==> config.mk <==
export PLATFORM = sky130hd
export DESIGN_NAME = wd_watchdog
export DESIGN_NICKNAME = d
export VERILOG_FILES = /design/src/wd_pkg.sv /design/src/wd_sync_edge.sv /design/src/wd_watchdog.sv
export VERILOG_INCLUDE_DIRS = /design/src
export SDC_FILE = /design/constraint.sdc
export NUM_CORES = 1
export LEC_CHECK = 0
export ABC_AREA = 1
export ABC_CLOCK_PERIOD_IN_PS = 2800
export CORE_AREA = 2 2 96 98
export CTS_CLUSTER_SIZE = 25
export DETAILED_ROUTE_END_ITERATION = 12
export DIE_AREA = 0 0 98 100
export DONT_BUFFER_PORTS = 1
export PLACE_DENSITY = 0.75
export SYNTH_ARGS = -nofsm -noshare
export SYNTH_HDL_FRONTEND = slang
export SYNTH_SLANG_ARGS = --single-unit
==> constraint.sdc <==
create_clock -name core_clk_in -period 2.8 [get_ports core_clk_in]
set_clock_uncertainty 0.2 [all_clocks]
set_input_delay 0.42 -clock core_clk_in [delete_from_list [all_inputs] [get_ports core_clk_in]]
set_output_delay 0.42 -clock core_clk_in [all_outputs]
set_load 0.01 [all_outputs]
==> src/wd_params.svh <==
`ifndef WD_PARAMS_SVH
`define WD_PARAMS_SVH

// ----------------------------------------
// Register offsets
// ----------------------------------------
`define WD_ADDR_FAULT 9'h005
`define WD_ADDR_EVENT 9'h006
`define WD_ADDR_MASK 9'h00a
`define WD_ADDR_CTRL_B 9'h00f
`define WD_ADDR_CTRL_D 9'h011
`define WD_ADDR_CTRL_F 9'h013
`define WD_ADDR_CFG 9'h0fe
`define WD_ADDR_STAT 9'h0ff

// ----------------------------------------
// Field positions
// ----------------------------------------
`define WD_FAULT_TO_BIT 0
`define WD_EVT_WARN_BIT 3
`define WD_RETRY_LSB 5
`define WD_SCALE_LSB 0
`define WD_KICK_BIT 0
`define WD_CFG_LEVEL_BIT 0
`define WD_CFG_PINKICK_BIT 1
`define WD_CFG_SECRST_BIT 2

// ----------------------------------------
// Reset values
// ----------------------------------------
`define WD_MASK_RST 8'h00
`define WD_RETRY_RST 2'h3
`define WD_SCALE_RST 3'h0
`define WD_CFG_RST 3'h0

// ----------------------------------------
// Timing, in slow clock ticks
// ----------------------------------------
`define WD_BASE_TICKS 20'h00800
`define WD_MIN_REFRESH_TICKS 16'h0020

`endif

==> src/wd_pkg.sv <==
package wd_pkg;

   // Host register access, one cycle per strobe
   typedef struct packed {
      logic rd;
      logic wr;
      logic [8:0] addr;
      logic [7:0] wdata;
   } reg_req_t;

   // Requests from the power manager
   typedef struct packed {
      logic active_entry;
      logic pd_done;
   } pm_req_t;

   // Answers to the power manager
   typedef struct packed {
      logic active_ok;
      logic shutdown_req;
      logic restart_req;
      logic frozen;
   } pm_resp_t;

   typedef enum logic [2:0] {
      WD_IDLE,
      WD_ARMING,
      WD_RUN,
      WD_SHUTDOWN,
      WD_FROZEN
   } wd_state_t;

   typedef struct packed {
      wd_state_t st;
      logic [19:0] cnt;
      logic [15:0] since_kick;
      logic [2:0] scale;
      logic [1:0] retry_field;
      logic [1:0] retry_cnt;
      logic fault_to;
      logic evt_warn;
      logic [7:0] mask;
      logic [2:0] cfg;
      logic bypass;
      logic strap_taken;
      logic [7:0] rdata;
      logic shut_pulse;
      logic restart_pulse;
   } wd_regs_t;

   typedef struct packed {
      logic [2:0] s1;
      logic [2:0] s2;
      logic [2:0] s3;
   } sync_regs_t;

endpackage : wd_pkg

==> src/wd_sync_edge.sv <==
`timescale 1ns/10ps
module wd_sync_edge (
   // Clock and reset
   input wire logic core_clk_in,
   input wire logic rst_b_in,
   // Asynchronous levels
   input wire logic [2:0] async_in,
   // Synchronised level and rising edge
   output logic [2:0] level_out,
   output logic [2:0] rise_out
);
   import wd_pkg::*;

   sync_regs_t q;
   sync_regs_t d;

   // ----------------------------------------
   // Two-stage synchroniser, third stage only for edges
   // ----------------------------------------
   always_comb begin
      d = q;
      d.s1 = async_in;
      d.s2 = q.s1;
      d.s3 = q.s2;
   end

   always_ff @(posedge core_clk_in) begin
      if (!rst_b_in) begin
         q <= '0;
      end else begin
         q <= d;
      end
   end

   // First stage is never looked at here
   assign level_out = q.s2;
   assign rise_out = q.s2 & ~q.s3;
endmodule : wd_sync_edge

==> src/wd_watchdog.sv <==
// Overview of operation
// - Expiry without refresh sets timeout fault flag and requests shutdown to low_power_state.
// - Enabled watchdog cannot be stopped unless the OTP unlock strap allows it.
// - Count on crystal slow clock when valid, else internal slow clock.
// - After cold boot the watchdog arms when the active state is entered.
// - Host gives first refresh; active transition completes only after it.
// - Maskable warning event raised at half the period without refresh.
// - Refresh by control register kick bit or edge on kick input pin.
// - Level mode accepts pulse or held kick; minimum interval not enforced.
// - Secondary reset output asserted during power-down after a timeout.
// - Retry counter decrements by one on every timeout, holding at zero.
// - Retry counter at zero keeps device in low_power_state, no restart.
// - Retry counter loads from the software-programmed retry count field.
`timescale 1ns/10ps
`include "wd_params.svh"
module wd_watchdog (
   // Clock and reset
   input wire logic core_clk_in,
   input wire logic rst_b_in,
   // Host register port
   input wire wd_pkg::reg_req_t reg_req_in,
   output logic [7:0] reg_rdata_out,
   // Power manager handshake
   input wire wd_pkg::pm_req_t pm_req_in,
   output wd_pkg::pm_resp_t pm_resp_out,
   // Slow clocks and crystal status, asynchronous
   input wire logic xtal_clk_in,
   input wire logic int_slow_clk_in,
   input wire logic xtal_ok_in,
   // First GPIO as kick input, asynchronous
   input wire logic kick_input_pin_in,
   // OTP unlock strap
   input wire logic otp_wd_unlock_in,
   // Interrupt and secondary reset
   output logic warn_irq_out,
   output logic sec_reset_out
);
   import wd_pkg::*;

   wd_regs_t q;
   wd_regs_t d;
   logic [2:0] lvl;
   logic [2:0] rise;
   logic [2:0] lvl_ok;

   // ----------------------------------------
   // Synchronisers for pins and slow clocks
   // ----------------------------------------
   wd_sync_edge u_sync (
      .core_clk_in(core_clk_in),
      .rst_b_in(rst_b_in),
      .async_in({kick_input_pin_in, int_slow_clk_in, xtal_clk_in}),
      .level_out(lvl),
      .rise_out(rise)
   );

   // Crystal valid flag on its own pair; only bit 0 carries a signal
   wd_sync_edge u_sync_ok (
      .core_clk_in(core_clk_in),
      .rst_b_in(rst_b_in),
      .async_in({2'b00, xtal_ok_in}),
      .level_out(lvl_ok),
      .rise_out()
   );

   // Period in slow ticks; scale 0 means disabled
   function automatic logic [19:0] period_of(input logic [2:0] scale);
      logic [2:0] sh;
      sh = scale - 3'h1;
      period_of = `WD_BASE_TICKS << sh;
   endfunction : period_of

   // Register write strobe decode
   function automatic logic wr_hit(input reg_req_t r, input logic [8:0] a);
      wr_hit = r.wr && (r.addr == a);
   endfunction : wr_hit

   logic tick;
   logic xtal_ok;
   logic level_mode;
   logic reg_kick;
   logic pin_kick;
   logic kick;
   logic [19:0] period;
   logic [19:0] cnt_next;
   logic timeout;
   logic warn_set;
   logic [7:0] rd_mux;

   // ----------------------------------------
   // Tick source, kicks and period compare
   // ----------------------------------------
   always_comb begin
      xtal_ok = lvl_ok[0];
      // Crystal valid flag is a slow level, crossing via its own pair
      tick = xtal_ok ? rise[0] : rise[1];
      level_mode = q.cfg[`WD_CFG_LEVEL_BIT];
      reg_kick = wr_hit(reg_req_in, `WD_ADDR_CTRL_F)
                 && reg_req_in.wdata[`WD_KICK_BIT];
      // Held input counts as a kick on every cycle in level mode
      pin_kick = q.cfg[`WD_CFG_PINKICK_BIT]
                 && (level_mode ? lvl[2] : rise[2]);
      // Too-early kicks are ignored unless level mode waives the minimum
      kick = (reg_kick || pin_kick)
             && (level_mode || (q.since_kick >= `WD_MIN_REFRESH_TICKS));
      period = period_of(q.scale);
      cnt_next = q.cnt + 20'h00001;
      timeout = (q.st == WD_ARMING || q.st == WD_RUN) && !kick
                && tick && (cnt_next >= period);
      warn_set = (q.st == WD_ARMING || q.st == WD_RUN) && !kick
                 && tick && (cnt_next == (period >> 1));
   end

   // ----------------------------------------
   // Read data mux
   // ----------------------------------------
   always_comb begin
      case (reg_req_in.addr)
         `WD_ADDR_FAULT: rd_mux = {7'h00, q.fault_to};
         `WD_ADDR_EVENT: rd_mux = {4'h0, q.evt_warn, 3'h0};
         `WD_ADDR_MASK: rd_mux = q.mask;
         `WD_ADDR_CTRL_B: rd_mux = {1'b0, q.retry_field, 5'h00};
         `WD_ADDR_CTRL_D: rd_mux = {5'h00, q.scale};
         `WD_ADDR_CFG: rd_mux = {5'h00, q.cfg};
         `WD_ADDR_STAT: rd_mux = {q.retry_cnt, q.bypass, 2'h0, 3'(q.st)};
         default: rd_mux = 8'h00; // Kick register and unmapped read zero
      endcase
   end

   // ----------------------------------------
   // Next state
   // ----------------------------------------
   always_comb begin
      d = q;
      d.shut_pulse = 1'b0;
      d.restart_pulse = 1'b0;
      if (reg_req_in.rd) begin
         d.rdata = rd_mux;
      end

      // Strap caught once, the first cycle after reset release
      if (!q.strap_taken) begin
         d.strap_taken = 1'b1;
         d.bypass = otp_wd_unlock_in;
      end

      // Plain configuration writes
      if (wr_hit(reg_req_in, `WD_ADDR_MASK)) begin
         d.mask = reg_req_in.wdata;
      end
      if (wr_hit(reg_req_in, `WD_ADDR_CFG)) begin
         d.cfg = reg_req_in.wdata[2:0];
      end
      if (wr_hit(reg_req_in, `WD_ADDR_CTRL_B)) begin
         d.retry_field = reg_req_in.wdata[`WD_RETRY_LSB +: 2];
         d.retry_cnt = reg_req_in.wdata[`WD_RETRY_LSB +: 2];
      end
      // Disabling a live watchdog is locked out without the strap
      if (wr_hit(reg_req_in, `WD_ADDR_CTRL_D)) begin
         if (q.st == WD_IDLE || q.bypass
             || reg_req_in.wdata[`WD_SCALE_LSB +: 3] != 3'h0) begin
            d.scale = reg_req_in.wdata[`WD_SCALE_LSB +: 3];
         end
      end

      // Sticky flags: hardware set wins over write-one-to-clear
      if (wr_hit(reg_req_in, `WD_ADDR_EVENT)
          && reg_req_in.wdata[`WD_EVT_WARN_BIT]) begin
         d.evt_warn = 1'b0;
      end
      if (wr_hit(reg_req_in, `WD_ADDR_FAULT)
          && reg_req_in.wdata[`WD_FAULT_TO_BIT]) begin
         d.fault_to = 1'b0;
      end
      if (warn_set) begin
         d.evt_warn = 1'b1;
      end

      // Period counting, shared by arming and running
      if (q.st == WD_ARMING || q.st == WD_RUN) begin
         if (kick) begin
            d.cnt = 20'h00000;
            d.since_kick = 16'h0000;
         end else if (tick) begin
            d.cnt = cnt_next;
            if (q.since_kick != 16'hffff) begin
               d.since_kick = q.since_kick + 16'h0001;
            end
         end
      end

      case (q.st)
         WD_IDLE: begin
            if (pm_req_in.active_entry && q.scale != 3'h0) begin
               d.st = WD_ARMING;
               d.cnt = 20'h00000;
               d.since_kick = 16'hffff; // First kick never too early
            end
         end
         WD_ARMING: begin
            if (timeout) begin
               d.st = WD_SHUTDOWN;
            end else if (kick) begin
               d.st = WD_RUN;
            end
         end
         WD_RUN: begin
            if (timeout) begin
               d.st = WD_SHUTDOWN;
            end else if (q.scale == 3'h0) begin
               d.st = WD_IDLE; // Only reachable through the strap
            end
         end
         WD_SHUTDOWN: begin
            if (pm_req_in.pd_done) begin
               if (q.retry_cnt == 2'h0) begin
                  d.st = WD_FROZEN;
               end else begin
                  d.st = WD_IDLE;
                  d.restart_pulse = 1'b1;
               end
            end
         end
         WD_FROZEN: begin
            d.st = WD_FROZEN; // Left only by reset
         end
         default: begin
            d.st = WD_IDLE;
         end
      endcase

      // Timeout side effects
      if (timeout) begin
         d.fault_to = 1'b1;
         d.shut_pulse = 1'b1;
         if (q.retry_cnt != 2'h0) begin
            d.retry_cnt = q.retry_cnt - 2'h1;
         end
      end
   end

   always_ff @(posedge core_clk_in) begin
      if (!rst_b_in) begin
         q <= '0;
         q.st <= WD_IDLE;
         q.scale <= `WD_SCALE_RST;
         q.retry_field <= `WD_RETRY_RST;
         q.retry_cnt <= `WD_RETRY_RST;
         q.mask <= `WD_MASK_RST;
         q.cfg <= `WD_CFG_RST;
      end else begin
         q <= d;
      end
   end

   // ----------------------------------------
   // Outputs
   // ----------------------------------------
   assign reg_rdata_out = q.rdata;
   assign pm_resp_out.active_ok = (q.st == WD_RUN);
   assign pm_resp_out.shutdown_req = q.shut_pulse;
   assign pm_resp_out.restart_req = q.restart_pulse;
   assign pm_resp_out.frozen = (q.st == WD_FROZEN);
   assign warn_irq_out = q.evt_warn & ~q.mask[`WD_EVT_WARN_BIT];
   assign sec_reset_out = (q.st == WD_SHUTDOWN)
                          && q.cfg[`WD_CFG_SECRST_BIT];
endmodule : wd_watchdog

======== Yosys cells after proc, flatten, opt, wreduce, memory -nomap -nowiden ========
Cells that the tools add are included.
word-level totals
  bits in registers ....................... 86
  input bits .............................. 28
  output and inout bits ................... 14
cells by class
  reductions and logical operators ........ 35
  muxes and demuxes ....................... 24
  $lt $le $gt $ge ......................... 2
  add/subtract/negate cells ............... 4
  bitwise logic cells ..................... 4
  shifts and indexed selects .............. 1
  eq/ne operators ......................... 18
operator list
  cell                     number
  $mux W36                 4
  $pmux W8 S7              1
  $mux W39                 1
  $mux W3                  7
  $add A20 B1 Y20 const B  1
  $eq A20 B19 Y1           1
  $ge A20 B20 Y1           1
  $shl A12 B3 Y20 const A  1
  $eq A9 B3 Y1 const B     2
  $eq A9 B4 Y1 const B     2
  $eq A9 B5 Y1 const B     2
  $eq A9 B8 Y1 const B     2
  $logic_and A1 B1 Y1      18
  $add A16 B1 Y16 const B  1
  $ge A16 B6 Y1 const B    1
  $mux W16                 1
  $ne A16 B16 Y1 const B   1
  $pmux W3 S5              1
  $mux W1                  7
  $eq A3 B2 Y1 const B     2
  $logic_not A3 Y1         2
  $reduce_bool A2 Y1       3
  $reduce_bool A3 Y1       2
  $logic_or A1 B1 Y1       5
  18 further kinds         19

======== Longest topological paths before layout ========
Gate-level depths: netlist (run 1).
  word-level depth ........................ 12
  depth in mapped cells ................... 21
  gate-level depth less buffers ........... 21

======== Hierarchy ========
From an unflattened synthesis (run 1), not the netlist that was laid out.
unflattened totals
  cells, all modules ...................... 819
  area, all modules ....................... 5395.2 µm²
by module, submodules not included
  module        area each (µm²)  instances  cells each  sequential area each (µm²)
  wd_watchdog   4787.1           1          745         1421.4
  wd_sync_edge  304.0            2          37          180.2

======== Worst setup path before layout (run 1) ========
No wires, ideal clock.
  kind .................................... flip-flop to flip-flop
  start point ............................. reg q[48] in the netlist's numbering
  end point ............................... reg q[24] in the netlist's numbering
  period minus slack after synthesis ...... 2673 ps
  arrival time ............................ 2357 ps
  path slack .............................. 127 ps
  stages on the path, launching flop included .. 20
  library setup time ...................... 116 ps
  path through ............................ dfxtp_1 -> ha_1 -> nand3_1 -> nor2_4 -> nand3_2 -> o21bai_2 -> nand2_1 -> inv_1 -> ha_1 -> nand2_1 -> o21ai_0 -> nand2_1 -> nand2_1 -> nand2_1 -> nand2_1 -> nand2_1 -> nand2_2 -> nand2_4 -> nor2_1 -> a31o_2
between the ends
  longest elaborated chain between the ends .. 4
ends and longest elaborated chain
  element                                               RTL line            source
  start: declaration                                    wd_watchdog.sv:40   wd_regs_t q;
  $add A20 B1 Y20 *                                     wd_watchdog.sv:107  cnt_next = q.cnt + 20'h00001;
  $ge A20 B20 Y1 *                                      wd_watchdog.sv:109  && tick && (cnt_next >= period);
  $logic_and A1 B1 Y1 *                                 wd_watchdog.sv:109
  $mux W3 / $reduce_bool A2 Y1 (equally long branches)  -
Every way passes the cells marked *; elsewhere a longest branch is shown, timed or not.
A chain may end at the register's enable or synchronous reset.

======== Worst setup path after layout (run 1) ========
  start point ............................. reg q[30] in the netlist's numbering
  end point ............................... reg q[69] in the netlist's numbering
between the ends
  longest elaborated chain between the ends .. 6
ends and longest elaborated chain
  element                                                  RTL line            source
  $sub A3 B1 Y3                                            wd_watchdog.sv:69   sh = scale - 3'h1;
  $shl A12 B3 Y20 (no source line)                         -
  $ge A20 B20 Y1                                           wd_watchdog.sv:109
  $logic_and A1 B1 Y1                                      wd_watchdog.sv:109
  $mux W3 (tied with other cells)                          wd_watchdog.sv:208  if (timeout) begin
  $pmux W3 S5 / $reduce_and A4 Y1 (equally long branches)  -
Parallel ways exist; a longest one is shown, timed or not.

==> run metrics, run 1 <==
TritonCTS clock tree built; Final setup violation count 0; routability congestion estimate 0.9807; share of the clock period used by the worst path 94.54%; number of antenna repair diodes 0; wire length of the first global-routing pass 20910 um; Post-synth ARST share 0%; count of different cell masters after synthesis 38; total standard cell area after synthesis 4920 um^2; origin of the critical flop-to-flop path q[30]; Post-synth EDFFs 0; peak fanout along the critical path 7; Setup CP Type flip-flop to flip-flop; type of the most critical hold path input port to flip-flop; maximum number of pins on one net before global-route repair 30; Post-synth top flop dfxtp_1; aggregate negative setup slack 0 ps; layout overhead on the synthesized area 12.95%; # rows 35; routed wirelength normalized by instance count 14.42 um; starting density of the core 55.34%; hold path cells 2; total of max-cap violations 0; Worst setup EP type flip-flop; number of antenna violations at the first check in global routing 0; global-route total usage across every layer 25.75%; vias after detailed routing 4989; number of CTS-inserted buffers 9; Max H-tree Level 3; Req. time, crit path 2840 ps; share of the yosys chip area belonging to registers 33.37%; 1st-iter DRT viols 314; final hold violations 0; post-detailed-routing wire length 12870 um; remaining max-slew budget at the tightest pin 26.16%; gr ovfl total 0; #FFs+latches synth 82; Cell Pwr Density 389.9 nW/um^2; clock transition at the registers of the reported paths 100 ps; Clock Latency Late Sink 350 ps; final-report max-slew violation count 0; kind of launch point of the worst setup path flip-flop; Crit Reg-Reg Endpoint q[69]; FF-to-FF path depth 19; endpoint arrival time on the critical path 2680 ps; Post-DP HPWL 9257 um; Detail Route Antenna Nets 0; met1 usage 31.02%; Worst Hold Launch rst_b_in; GRT Max-Usage Layer met2; result of the run completed; DRC Markers 0; average footprint of a synthesized cell 6.465 um^2; CTS sink cnt 82; worst supply voltage drop on vdd 439.0 uV; TritonRoute pass-1 iters 5; commonest cells after routing, fill and taps aside nand2_1 (196), inv_1 (102), a21oi_1 (69), dfxtp_1 (66), nor2_1 (59); core utilization of the finished layout 62.51%; die height 100 um; slack of the worst reg-to-reg path 150 ps; worst-case clock buffer depth 2; final-layout worst hold slack 14.02 ps; leakage power summed over all cells 0.002236 uW; share of final-layout standard cells stronger than drive strength 1 12.92%; overall die area 9800 um^2; met2 Usage GRT 45.42%; sink of the worst hold path reg_rdata_out[4]; instance count of the mapped netlist 761; number of synthesis warnings 0; fraction of met3 tracks used by global routing 4.875%; time the worst path needs with I/O delays and setup 2647 ps; Die X-Extent 98 um; via count of the first global-routing pass 4660; timing-limited maximum frequency 377.8 MHz; synthesized net count 802; commonest non-fill, non-tap cell in the layout nand2_1; CTS root buf clkbuf_8; Final nets 818; measured slew at the worst slew-check pin 1104 ps; core region area 8890 um^2; I/O pin count 42; vias per std cell 5.587; Port-buffer cells 0
logic make-up (layout without fill, tap and decap cells):
| group | after synthesis | in the layout | synth area share, % |
|---|---|---|---|
| xor+xnor | 12 | 12 | 2.416 |
| simple gates | 384 | 384 | 34.28 |
| compound gates | 133 | 133 | 15.13 |
| buf+inv | 137 | 158 | 11.50 |
| flops | 82 | 82 | 33.37 |
| fa+ha+maj | 13 | 13 | 3.306 |
final cells by class:
| type | instances | area (um^2) |
|---|---|---|
| sequential | 82 | 1674 |
| inverter | 111 | 416.7 |
| clock inverter | 7 | 82.58 |
| tap | 111 | 138.9 |
| clock buffer | 9 | 123.9 |
| fill | 823 | 3333 |
| multi-input combinational | 542 | 2839 |
| timing repair buffer | 31 | 281.5 |
worst max-delay path: stages, from the launching register on:
cell and delay [ps]:
dfxtp_4 370, nor2_2 50, ha_4 290, inv_1 80, nor3_2 240, inv_2 90, ha_4 280, nand2_1 50
o21ai_1 130, nand2_1 70, nand2_1 70, nand2_1 50, nand2_1 50, nand2_1 60, nand2_2 90, nand2_4 80
nand2_2 90, nand2_2 70, nand2_1 90, a21oi_2 50
worst max path at each step:
stage                     start    end
final                     q[30]  q[69]
after global routing      q[58]  q[69]
after CTS                 q[49]  q[69]
after detailed placement  q[50]  q[24]
after global placement    q[50]  q[24]
after floorplan           q[48]  q[24]
flip-flops by register name, summed over array words and instances, names as in the netlist:
register / count
level_mode: 1
pm_resp_out: 2
q: 60
reg_rdata_out: 8
u_sync.d: 3
u_sync.level_out: 3
u_sync.q: 3
u_sync_ok.d: 1
u_sync_ok.level_out: 1
repair_timing:
item                                   in CTS  in global routing
gates resized for setup                     1                 48
buffers inserted                            0                  9
pin swaps                                   0                  7
endpoints found under the hold margin      30                  0
setup endpoints to repair                   4                  7
hold buffers                                8                  0
through the flow:
step | setup WS, ps | power, uW | area [um^2] | instances
finish | 152.9 | 2166 | 5557 | 893
global route | -44.40 | 2229 | 5557 | 893
CTS | 15.89 | 2179 | 5304 | 884
detailed placement | -29.42 | 1264 | 5015 | 860
global placement | 100.9 | 1263 | 5015 | 860
floorplan | 126.8 | 1260 | 4920 | 761
cells in the mapped netlist, types with 7 or more instances:
cell type  count  area [um^2]
ha_1          13        162.7
a21oi_1       70        350.3
nand3_1       57        285.3
xor2_1         9        78.83
o21ai_0       33        165.2
nand4_1       17        106.4
inv_1        104        390.4
o22ai_1        9        56.30
buf_4         13        97.59
nor3_1        18        90.09
nand2_1      199        747.0
clkbuf_1       9        33.78
nor2_1        63        236.5
dfxtp_1       82         1642
nand3b_1       7        52.55
power by group:
| part | switching (uW) | internal (uW) | leakage [uW] |
|---|---|---|---|
| sequential | 4.41 | 1170 | 0.000673 |
| clock | 489 | 428 | 0.0000988 |
| combinational | 50.5 | 24.2 | 0.00146 |
metal layers:
| layer | vias up | routed length, um |
|---|---|---|
| met5 | - | 0 |
| met1 | 2274 | 5298 |
| li1 | 2496 | - |
| met3 | 33 | 835 |
| met4 | 0 | 357 |
| met2 | 186 | 6381 |
Power figures use the tool's default switching activity.
==> inputs of run 2 (changes only) <==
--- a/config.mk
+++ b/config.mk
@@ -8,12 +8,14 @@
 export LEC_CHECK = 0
 export ABC_AREA = 1
 export ABC_CLOCK_PERIOD_IN_PS = 2800
-export CORE_AREA = 2 2 96 98
+export CELL_PAD_IN_SITES_DETAIL_PLACEMENT = 0
+export CELL_PAD_IN_SITES_GLOBAL_PLACEMENT = 2
+export CORE_AREA = 2 2 127 129
 export CTS_CLUSTER_SIZE = 25
 export DETAILED_ROUTE_END_ITERATION = 12
-export DIE_AREA = 0 0 98 100
+export DIE_AREA = 0 0 129 131
 export DONT_BUFFER_PORTS = 1
-export PLACE_DENSITY = 0.75
+export PLACE_DENSITY_LB_ADDON = 0.1
 export SYNTH_ARGS = -nofsm -noshare
 export SYNTH_HDL_FRONTEND = slang
 export SYNTH_SLANG_ARGS = --single-unit
==> run metrics, run 2 (same netlist as run 1, synthesis figures left out) <==
result of the run completed; top register by number of flip-flops q; origin of the critical flop-to-flop path q[49]; Crit Reg-Reg Endpoint q[24]; total of max-cap violations 0 (unchanged); Setup CP Type flip-flop to flip-flop; slack of the critical path 183.6 ps (+30.75 ps); 1st-iter DRT viols 256 (-18%); share of the clock period used by the worst path 93.44% (-1.1 points); Final Instance Area 5834 um^2 (+5.0%); number of antenna violations at the first check in global routing 0 (unchanged); TritonCTS clock tree built; delay of the slowest cell on the worst path 370 ps (about the same); Req. time, crit path 2840 ps (about the same); Largest register FFs 60 (unchanged); measured slew at the worst slew-check pin 1157 ps (+52.70 ps); vias per std cell 4.778 (-14%); fill count 1698 (+110%); Worst Hold Launch rst_b_in; endpoint arrival time on the critical path 2660 ps (-20 ps); Clock Latency Late Sink 350 ps (about the same); final-report max-slew violation count 0 (unchanged); die height 131 um (+31%); hold path cells 2 (unchanged); time the worst path needs with I/O delays and setup 2616 ps (-30.75 ps); slowest cell on the critical path dfxtp_4; Worst setup EP type flip-flop; clock transition at the registers of the reported paths 70 ps (-30 ps); I/O pin count 42 (unchanged); final hold violations 0 (unchanged); TritonRoute pass-1 iters 4 (-1); layout overhead on the synthesized area 18.59%; global-route total usage across every layer 18.66% (-7.1 points); worst supply voltage drop on vdd 309.5 uV (-29%); routed wirelength normalized by instance count 15.16 um (+5.2%); Post-DP HPWL 11290 um (+22%); Max H-tree Level 3 (unchanged); wire length of the first global-routing pass 24180 um (+16%); via count of the first global-routing pass 4584 (-1.6%); FF-to-FF path depth 17 (-2); number of antenna repair diodes 0 (unchanged); slack of the worst reg-to-reg path 180 ps (+30 ps); final-layout worst hold slack 6.790 ps (-7.231 ps); share of final-layout standard cells stronger than drive strength 1 14.61% (+1.7 points); most used cell, CP nand2_1; post-detailed-routing wire length 15210 um (+18%); Cell Pwr Density 431.5 nW/um^2 (+11%); vias after detailed routing 4792 (-3.9%); leakage power summed over all cells 0.002353 uW (+5.2%); core region area 15600 um^2 (+75%); Final nets 823 (+0.61%); sink of the worst hold path q[30]; timing-limited maximum frequency 382.2 MHz (+1.2%); peak fanout along the critical path 7 (unchanged); RSZ-0062 raised after global routing false; CTS root buf clkbuf_16; gr ovfl total 0 (unchanged); type of the most critical hold path input port to flip-flop; starting density of the core 31.54% (-24 points); worst setup slack after placement -24.60 ps (+4.813 ps); Post-Place Cell Area 5236 um^2 (+4.4%); cell breakdown of the critical path nand2_2 > buf_4 > nor2_4 > nand2_4 > o21bai_1 > nand2_1 > inv_1 > ha_4 > a21oi_2 > nand2_1 > nand2_1 > nand2_1 > nand2_1 > nand2_2 > nand2_4 > nor2_1 > a31o_2; kind of launch point of the worst setup path flip-flop; DRC Markers 0 (unchanged); Final setup violation count 0 (unchanged); remaining max-slew budget at the tightest pin 22.63% (-3.5 points); PnR Total Power 2517 uW (+16%); overall die area 16900 um^2 (+72%); worst-case clock buffer depth 2 (unchanged); worst setup path start q[49]; number of CTS-inserted buffers 9 (unchanged); aggregate negative setup slack 0 ps (unchanged); Port-buffer cells 0 (unchanged); CTS sink cnt 82 (unchanged); Detail Route Antenna Nets 0 (unchanged); maximum number of pins on one net before global-route repair 29 (-3.3%); routability congestion estimate 0.8264 (-16%); commonest cells after routing, fill and taps aside nand2_1 (190), inv_1 (102), a21oi_1 (69), dfxtp_1 (68), nand3_1 (56); commonest non-fill, non-tap cell in the layout nand2_1; Die X-Extent 129 um (+32%); # rows 46 (+31%)
[run 2: repair_timing]
action / 4_1_cts / 5_1_grt
hold buffers: 7 / 0
pin swaps: 0 / 7
endpoints found under the hold margin: 28 / 0
setup endpoints to repair: 3 / 7
resized for setup: 3 / 56
setup buffers: 0 / 3
[run 2: worst max-delay path, delay by kind of cell, from the launching register on]
| kind | cells | cell delay [ps] |
|---|---|---|
| DFF | 1 | 370 |
| adders and majority gates | 1 | 230 |
| AOI/OAI and AO/OA | 3 | 530 |
| buffers and inverters | 2 | 270 |
| and+or+nand+nor | 11 | 900 |
[run 2: worst max-delay path by stage]
stage,slack [ps],to,cells after the start
after global placement,10,q[68],19
after floorplan,130,q[24],19
after detailed placement,-20,q[69],19
final,180,q[24],17
after CTS,30,q[24],15
after global routing,1,q[68],18
[run 2: area by class of cell]
cell class	count	area [um^2]	share of cell area, %
clock inverter	7	83.83	1.437
sequential	82	1672	28.65
inverter	111	416.7	7.141
multi-input combinational	542	2875	49.28
tap	216	270.3	4.632
clock buffer	9	225.2	3.860
timing repair buffer	36	291.5	4.997
[run 2: metrics by stage]
| stage | util [%] | std cells |
|---|---|---|
| 6_report | 37.41 | 1003 |
| 5_1_grt | 37.41 | 1003 |
| 4_1_cts | 36.08 | 1000 |
| 3_5_place_dp | 33.57 | 977 |
| 3_3_place_gp | 33.57 | 977 |
| 2_1_floorplan | - | 761 |
[run 2: power by group]
| part | internal, uW | total [uW] | switching [uW] |
|---|---|---|---|
| Clock | 711 | 1270 | 554 |
| Sequential | 1170 | 1170 | 4.35 |
| Combinational | 24.4 | 77.3 | 52.9 |
| Total | 1910 | 2520 | 612 |
[run 2: routing by layer]
layer	routed length [um]	global-route usage, %	up-vias
met5	0	0	-
met4	116	3.708	0
met3	712	5.497	8
met2	7342	31.62	79
met1	7035	23.75	2189
li1	-	-	2516
